## src/rtl/spi_reg_pkg.sv

```systemverilog
// Function
// - Each transaction carries exactly one forty-bit datagram, possibly as five bytes.
// - Datagram is one address byte followed by four data bytes.
// - Every register moves as a full 32-bit word.
// - Datagram bit 39 set means write, clear means read.
// - Device returns data on every transaction, read or write.
// - Register read happens once the address byte is in; result shifts out.
// - Values right aligned; signed values two's complement; bit groups integer fields.
// - Incoming data bit captured on serial clock rising edge.
// - Outgoing data bit updated after serial clock falling edge.
// - Most significant bit first, bit 39 down to bit 0.
// - Serial clock and data are ignored while chip select is high.
// - Chip select rising commits the shift register as a command; a frame of under forty clocks is dropped and flagged short instead.
// - Mode 3: clock idles high, output on falling, input on rising.
package spi_reg_pkg;
  localparam int DATAGRAM_BITS = 40;
  localparam int ADDR_BYTE_BITS = 8;
  localparam int DATA_BITS = 32;
  localparam int WRITE_BIT_POS = 39;
  localparam int CNT_W = 6;
  localparam logic [CNT_W-1:0] CNT_ADDR_DONE = 6'h07;
  localparam logic [CNT_W-1:0] CNT_FULL = 6'h28;
  localparam logic [CNT_W-1:0] CNT_MAX = 6'h3F;
  // Register offsets (index within the 7-bit address field)
  localparam logic [6:0] ADDR_GLOBAL_CONFIGURATION = 7'h00;
  localparam logic [6:0] ADDR_GLOBAL_STATUS = 7'h01;
  localparam logic [31:0] GLOBAL_CONFIGURATION_RESET = 32'h00000000;
  localparam logic [7:0] PREV_ADDR_RESET = 8'h00;
  // Fields of global_status
  localparam int STATUS_SHORT_POS = 0;
  localparam int STATUS_WRITE_POS = 1;
  localparam int STATUS_COUNT_LSB = 8;
  localparam int STATUS_COUNT_MSB = 15;
  // Timing
  localparam int CLK_PERIOD_NS = 40;
  localparam int SCK_MIN_CLK_RATIO = 4;
  localparam int SCK_MIN_PERIOD_NS = CLK_PERIOD_NS * SCK_MIN_CLK_RATIO;
  typedef enum logic {ST_IDLE, ST_SHIFT} link_state_t;
endpackage

```

## src/rtl/spi_reg_bank.sv

```systemverilog
`timescale 1ns/1ps
module spi_reg_bank
  import spi_reg_pkg::*;
(
  input wire logic clk_in,
  input wire logic reset_n_in,
  input wire logic ce_in,
  input wire logic wr_en_in,
  input wire logic [6:0] wr_addr_in,
  input wire logic [31:0] wr_data_in,
  input wire logic rd_en_in,
  input wire logic [6:0] rd_addr_in,
  input wire logic [31:0] status_in,
  output logic [31:0] rd_data_out,
  output logic [31:0] config_out
);
  logic [31:0] config_reg, config_next;
  logic [31:0] rd_data_reg, rd_data_next;

  // Write port and registered read port
  always_comb begin
    config_next = config_reg;
    rd_data_next = rd_data_reg;
    if (wr_en_in && wr_addr_in == ADDR_GLOBAL_CONFIGURATION) begin
      config_next = wr_data_in;
    end
    if (rd_en_in) begin
      case (rd_addr_in)
        ADDR_GLOBAL_CONFIGURATION: rd_data_next = config_reg;
        ADDR_GLOBAL_STATUS: rd_data_next = status_in;
        default: rd_data_next = 32'h00000000;
      endcase
    end
  end

  always_ff @(posedge clk_in or negedge reset_n_in) begin
    if (!reset_n_in) begin
      config_reg <= GLOBAL_CONFIGURATION_RESET;
      rd_data_reg <= 32'h00000000;
    end else if (ce_in) begin
      config_reg <= config_next;
      rd_data_reg <= rd_data_next;
    end
  end

  assign rd_data_out = rd_data_reg;
  assign config_out = config_reg;
endmodule // spi_reg_bank

```

## src/rtl/spi_register_slave.sv

```systemverilog
`timescale 1ns/1ps
module spi_register_slave
  import spi_reg_pkg::*;
(
  input wire logic clk_in,
  input wire logic reset_n_in,
  input wire logic ce_in,
  input wire logic sck_in,
  input wire logic sdi_in,
  input wire logic chip_select_n_in,
  output logic sdo_out,
  output logic sdo_oe_out,
  output logic [31:0] configuration_out
);
  // Bit 0 chip select, bit 1 serial clock, bit 2 serial data
  logic [2:0] sync1_reg, sync2_reg, prev_reg;
  logic [2:0] pins;
  logic cs_n_s, sck_s, sdi_s;
  logic cs_fall, cs_rise, sck_rise, sck_fall;

  link_state_t state_reg, state_next;
  logic [CNT_W-1:0] cnt_reg, cnt_next;
  logic [DATAGRAM_BITS-1:0] rx_reg, rx_next;
  logic [7:0] prev_addr_reg, prev_addr_next;
  logic sdo_reg, sdo_next;
  logic oe_reg, oe_next;
  logic rd_en_reg, rd_en_next;
  logic [6:0] rd_addr_reg, rd_addr_next;
  logic wr_en_reg, wr_en_next;
  logic [6:0] wr_addr_reg, wr_addr_next;
  logic [31:0] wr_data_reg, wr_data_next;
  logic short_reg, short_next;
  logic write_last_reg, write_last_next;
  logic [7:0] frames_reg, frames_next;
  logic [31:0] status_word;
  logic [31:0] rd_data;
  logic [31:0] cfg;

  assign pins = {sdi_in, sck_in, chip_select_n_in};

  // Two-stage synchronisers, then a history stage for edge detection
  always_ff @(posedge clk_in or negedge reset_n_in) begin
    if (!reset_n_in) begin
      sync1_reg <= 3'h3;
      sync2_reg <= 3'h3;
      prev_reg <= 3'h3;
    end else if (ce_in) begin
      sync1_reg <= pins;
      sync2_reg <= sync1_reg;
      prev_reg <= sync2_reg;
    end
  end

  assign cs_n_s = sync2_reg[0];
  assign sck_s = sync2_reg[1];
  assign sdi_s = sync2_reg[2];
  assign cs_fall = prev_reg[0] && !cs_n_s;
  assign cs_rise = !prev_reg[0] && cs_n_s;
  // Clock edges count only while selected
  assign sck_rise = !prev_reg[1] && sck_s && !cs_n_s;
  assign sck_fall = prev_reg[1] && !sck_s && !cs_n_s;

  // Status word seen by the host
  always_comb begin
    status_word = 32'h00000000;
    status_word[STATUS_SHORT_POS] = short_reg;
    status_word[STATUS_WRITE_POS] = write_last_reg;
    status_word[STATUS_COUNT_MSB:STATUS_COUNT_LSB] = frames_reg;
  end

  // Outgoing bit for a given number of bits already shifted
  function automatic logic out_bit(input logic [CNT_W-1:0] n, input logic [7:0] head,
                                   input logic [31:0] word);
    logic [CNT_W-1:0] idx;
    idx = 6'h00;
    if (n < 6'h08) begin
      idx = 6'h07 - n;
      out_bit = head[idx[2:0]];
    end else if (n < CNT_FULL) begin
      idx = 6'h27 - n;
      out_bit = word[idx[4:0]];
    end else begin
      out_bit = 1'b0;
    end
  endfunction

  // Transaction sequencing
  always_comb begin
    state_next = state_reg;
    cnt_next = cnt_reg;
    rx_next = rx_reg;
    prev_addr_next = prev_addr_reg;
    sdo_next = sdo_reg;
    oe_next = oe_reg;
    rd_en_next = 1'b0;
    rd_addr_next = rd_addr_reg;
    wr_en_next = 1'b0;
    wr_addr_next = wr_addr_reg;
    wr_data_next = wr_data_reg;
    short_next = short_reg;
    write_last_next = write_last_reg;
    frames_next = frames_reg;
    case (state_reg)
      ST_IDLE: begin
        if (cs_fall) begin
          state_next = ST_SHIFT;
          cnt_next = '0;
          oe_next = 1'b1;
          sdo_next = prev_addr_reg[7];
        end
      end
      ST_SHIFT: begin
        if (cs_rise) begin
          state_next = ST_IDLE;
          oe_next = 1'b0;
          if (cnt_reg >= CNT_FULL) begin
            // Commit the last forty bits as a command
            prev_addr_next = rx_reg[39:32];
            wr_en_next = rx_reg[WRITE_BIT_POS];
            wr_addr_next = rx_reg[38:32];
            wr_data_next = rx_reg[31:0];
            write_last_next = rx_reg[WRITE_BIT_POS];
            short_next = 1'b0;
            frames_next = frames_reg + 8'h01;
          end else begin
            short_next = 1'b1;
          end
        end else if (sck_rise) begin
          rx_next = {rx_reg[DATAGRAM_BITS-2:0], sdi_s};
          if (cnt_reg != CNT_MAX) begin
            cnt_next = cnt_reg + 6'h01;
          end
          if (cnt_reg == CNT_ADDR_DONE) begin
            rd_en_next = 1'b1;
            rd_addr_next = rx_reg[5:0] == 6'h00 && sdi_s == 1'b0 ? 7'h00
              : {rx_reg[5:0], sdi_s};
          end
        end else if (sck_fall) begin
          sdo_next = out_bit(cnt_reg, prev_addr_reg, rd_data);
        end
      end
      default: begin
        state_next = ST_IDLE;
        oe_next = 1'b0;
      end
    endcase
  end

  always_ff @(posedge clk_in or negedge reset_n_in) begin
    if (!reset_n_in) begin
      state_reg <= ST_IDLE;
      cnt_reg <= '0;
      rx_reg <= '0;
      prev_addr_reg <= PREV_ADDR_RESET;
      sdo_reg <= 1'b0;
      oe_reg <= 1'b0;
      rd_en_reg <= 1'b0;
      rd_addr_reg <= 7'h00;
      wr_en_reg <= 1'b0;
      wr_addr_reg <= 7'h00;
      wr_data_reg <= 32'h00000000;
      short_reg <= 1'b0;
      write_last_reg <= 1'b0;
      frames_reg <= 8'h00;
    end else if (ce_in) begin
      state_reg <= state_next;
      cnt_reg <= cnt_next;
      rx_reg <= rx_next;
      prev_addr_reg <= prev_addr_next;
      sdo_reg <= sdo_next;
      oe_reg <= oe_next;
      rd_en_reg <= rd_en_next;
      rd_addr_reg <= rd_addr_next;
      wr_en_reg <= wr_en_next;
      wr_addr_reg <= wr_addr_next;
      wr_data_reg <= wr_data_next;
      short_reg <= short_next;
      write_last_reg <= write_last_next;
      frames_reg <= frames_next;
    end
  end

  // Register storage with registered read data
  spi_reg_bank u_bank (
    .clk_in(clk_in),
    .reset_n_in(reset_n_in),
    .ce_in(ce_in),
    .wr_en_in(wr_en_reg),
    .wr_addr_in(wr_addr_reg),
    .wr_data_in(wr_data_reg),
    .rd_en_in(rd_en_reg),
    .rd_addr_in(rd_addr_reg),
    .status_in(status_word),
    .rd_data_out(rd_data),
    .config_out(cfg)
  );

  assign sdo_out = sdo_reg;
  assign sdo_oe_out = oe_reg;
  assign configuration_out = cfg;
endmodule // spi_register_slave

```

## config.mk

```make
export PLATFORM = sky130hd
export DESIGN_NAME = spi_register_slave
export DESIGN_NICKNAME = d
export VERILOG_FILES = /design/src/rtl/spi_reg_pkg.sv /design/src/rtl/spi_reg_bank.sv /design/src/rtl/spi_register_slave.sv
export SDC_FILE = /design/constraint.sdc
export NUM_CORES = 1
export LEC_CHECK = 0
export BUFFER_PORTS_ARGS = -buffer_cell sky130_fd_sc_hd__buf_2
export CAP_MARGIN = 20
export CORE_MARGIN = 2
export CORE_UTILIZATION = 57
export DETAILED_ROUTE_END_ITERATION = 7
export GPL_TIMING_DRIVEN = 1
export PLACE_DENSITY = 0.79
export SLEW_MARGIN = 0
export SYNTH_ARGS = -nofsm -noshare
export SYNTH_HDL_FRONTEND = slang
export SYNTH_HIERARCHICAL = 1
export SYNTH_SLANG_ARGS = --single-unit
```

## constraint.sdc

```tcl
create_clock -name clk_in -period 6.7 [get_ports clk_in]
set_clock_uncertainty 0.1 [all_clocks]
set_input_delay 1.675 -clock clk_in [delete_from_list [all_inputs] [get_ports clk_in]]
set_output_delay 1.675 -clock clk_in [all_outputs]
set_load 0.01 [all_outputs]
```

==> flow_summary.json <==
{
  "status": "complete, no violations",
  "hold_violations": 0,
  "synth.yosys.warnings": 6,
  "core_um2": 13300,
  "cp_slowest_cell": "o311a_1",
  "max_freq_mhz": 269,
  "start_util_pct": 58.8,
  "drv_slew": 0,
  "cts_setup_buffers": 0,
  "tns_ps": 0,
  "start_kind": "input pin",
  "finalInstanceArea_um2": 8880,
  "route.met3.wl_um": 592,
  "drt_first_pass_iters": 5,
  "setup-violations-final": 0,
  "final_nets": 707,
  "hp-class": "reg2reg",
  "die_w_um": 121,
  "largest_reg_flops": 40,
  "drtAntennaViolNets": 0,
  "cts.sinks": 179,
  "p_leak_nw": 4.48,
  "cts_tree": "built",
  "hpwl_um": 9610,
  "path_cells": "buf_2 -> and4b_1 -> o311a_1 -> and4_1 -> nand3_1 -> xnor2_1",
  "synth-main-ff-cell": "dfrtp_1",
  "layout_commonest_cell": "dfrtp_1",
  "clockBufferDepth": 2,
  "drt_iter0_drc": 385,
  "synth_top_area_share_pct": 55.1,
  "synthCells": 648,
  "grt-ovfl-total": 0,
  "ys_top_cells_by_area": "dfrtp_1 55%, nand2_1 8.0%, mux2_1 6.9%",
  "r2r_slack_ps": 3510,
  "ir_drop_mv": 0.178,
  "cts_root_buffer": "clkbuf_16",
  "antenna_found_initial": 0,
  "routabilityCongestion": 0.793,
  "cts_htree_levels": 4,
  "grt_pass1_vias": 5146,
  "finalNonFillerCells": 886,
  "rsz0062_at_grt": "no",
  "num_vias": 4948,
  "cp_max_fo": 27,
  "grt_pass1_wl_um": 25700,
  "ioPinCount": 40,
  "synth_area_um2": 7850,
  "cts_made_buffers": 17,
  "synth.ff_latch_count": 179,
  "clk_pin_slew_ps": 60,
  "wl_per_cell_um": 17.0,
  "p_per_area_nw_per_um2": 256,
  "ctsHoldBuffers": 0,
  "grt.total_usage_pct": 22.5,
  "relSlewSlack_pct": 32.5,
  "final.min_clock_period_ps": 3720,
  "cp-end-kind": "flip-flop",
  "port_buffers": 39,
  "synth_top_cell_by_area": "dfrtp_1",
  "critPathKind": "in2reg",
  "mostFrequentLayoutCells": "172 x dfrtp_1, 166 x nand2_1, 48 x mux2_1",
  "wl_met1_um": 6910,
  "synthArstFlopShare_pct": 100,
  "drc_errors": 0,
  "syn_avg_cell_area_um2": 12.1,
  "critPathArrivalTime_ps": 3930,
  "antenna_cells": 0,
  "cp_num_buf_inv": 1,
  "cpPeakStageDelay_ps": 880,
  "synth_enable_flop_cells": 0,
  "cp.required_ps": 6910,
  "worst_pin_slew_ps": 1010,
  "fin_crit_sh_pct": 55.6,
  "insertion_delay_ps": 430,
  "routed_wl_um": 15100,
  "ys_types": 53,
  "postCtsResizedCells": 0,
  "maxCapViolCount": 0,
  "dpl.cell_count": 850,
  "syn_to_final_growth_pct": 13.1,
  "via_per_inst": 5.58,
  "highest_layer": "met4",
  "wl_met2_um": 7390,
  "fp.dieH_um": 121,
  "die_area_um2": 14700,
  "layout-drive-gt1-share_pct": 19.7,
  "crit_family": "compound AO/OA/AOI/OAI gates",
  "grt_max_degree": 83,
  "dpl_cell_area_um2": 8230,
  "row_count": 42,
  "fill_cells": 992,
  "ys_seq_area_share_pct": 57.1
}
[cell type report]
cell class	instances	area [µm²]	share of cell area [%]
sequential	179	4490	50.5
multi-input combinational	442	3250	36.6
clock buffer	22	464	5.23
timing repair buffer	49	349	3.93
tap	176	220	2.48
clock inverter	10	77.6	0.874
inverter	8	30.0	0.338
[Yosys cell counts (all sizes together) (2+ instances only)]
| library cell | instances |
|---|---|
| dfrtp | 173 |
| nand2 | 167 |
| nand4 | 4 |
| a21oi | 4 |
| and4 | 2 |
| nor2 | 10 |
| o2111ai | 2 |
| mux4 | 7 |
| mux2i | 36 |
| a21o | 2 |
| inv | 8 |
| nor4 | 3 |
| o221ai | 2 |
| clkbuf | 22 |
| nand3 | 4 |
| o31ai | 33 |
| nor2b | 4 |
| and3 | 5 |
| buf | 18 |
| o21ai | 9 |
| dfstp | 6 |
| xor2 | 2 |
| mux2 | 89 |
| xnor2 | 9 |
| nor3 | 3 |
| ha | 4 |
| nor4b | 2 |
[kinds of logic after synthesis]
group | Yosys count | synth area share [%]
buf+inv | 48 | 2.84
compound gates | 63 | 5.93
mux | 132 | 20.8
xor+xnor | 11 | 1.23
simple gates | 210 | 11.4
fa+ha+maj | 4 | 0.637
other cells | 1 | 0.0478
flops | 179 | 57.1
[routing by layer]
metal / vias to the layer above / track usage (%)
met5: - / 0
li1: 2342 / -
met3: 16 / 4.70
met1: 2483 / 31.5
met2: 107 / 35.5
met4: 0 / 6.97
[tightest hold or removal path: cells and delay by family, from the launching register on]
| family | cells | cell delay [ps] |
|---|---|---|
| simple gates | 2 | 100 |
| flops | 1 | 340 |
[report_power, final]
group | switching (mW) | internal [mW]
Sequential | 0.0607 | 1.12
Combinational | 0.108 | 0.0818
Clock | 0.409 | 0.496
[stage by stage]
| stage | power (mW) | util, % | hold slack [ps] | setup WS [ps] |
|---|---|---|---|---|
| final | 2.27 | 66.5 | 379 | 2980 |
| after global routing | 2.37 | 66.5 | 407 | 2800 |
| after CTS | 2.29 | 65.7 | 377 | 2790 |
| after detailed placement | 1.38 | 61.7 | 362 | 2330 |
| after global placement | 1.37 | 61.7 | 354 | 2470 |
| after floorplan | 1.31 | - | 341 | 3830 |
[final timing paths]
kind	startpoint	to	depth (start not counted)
setup / recovery	ce_in	frames_reg[6]	6
hold / removal	wr_data_reg[29]	wr_data_reg[29]	2
setup reg to reg	cnt_reg[3]	frames_reg[6]	6
hold reg to reg	wr_data_reg[29]	wr_data_reg[29]	2
max in group asynchronous	reset_n_in	wr_data_reg[22]	2
min in group asynchronous	reset_n_in	u_bank/config_out[3]	1
Note: power is estimated with default switching activity, not from simulation.
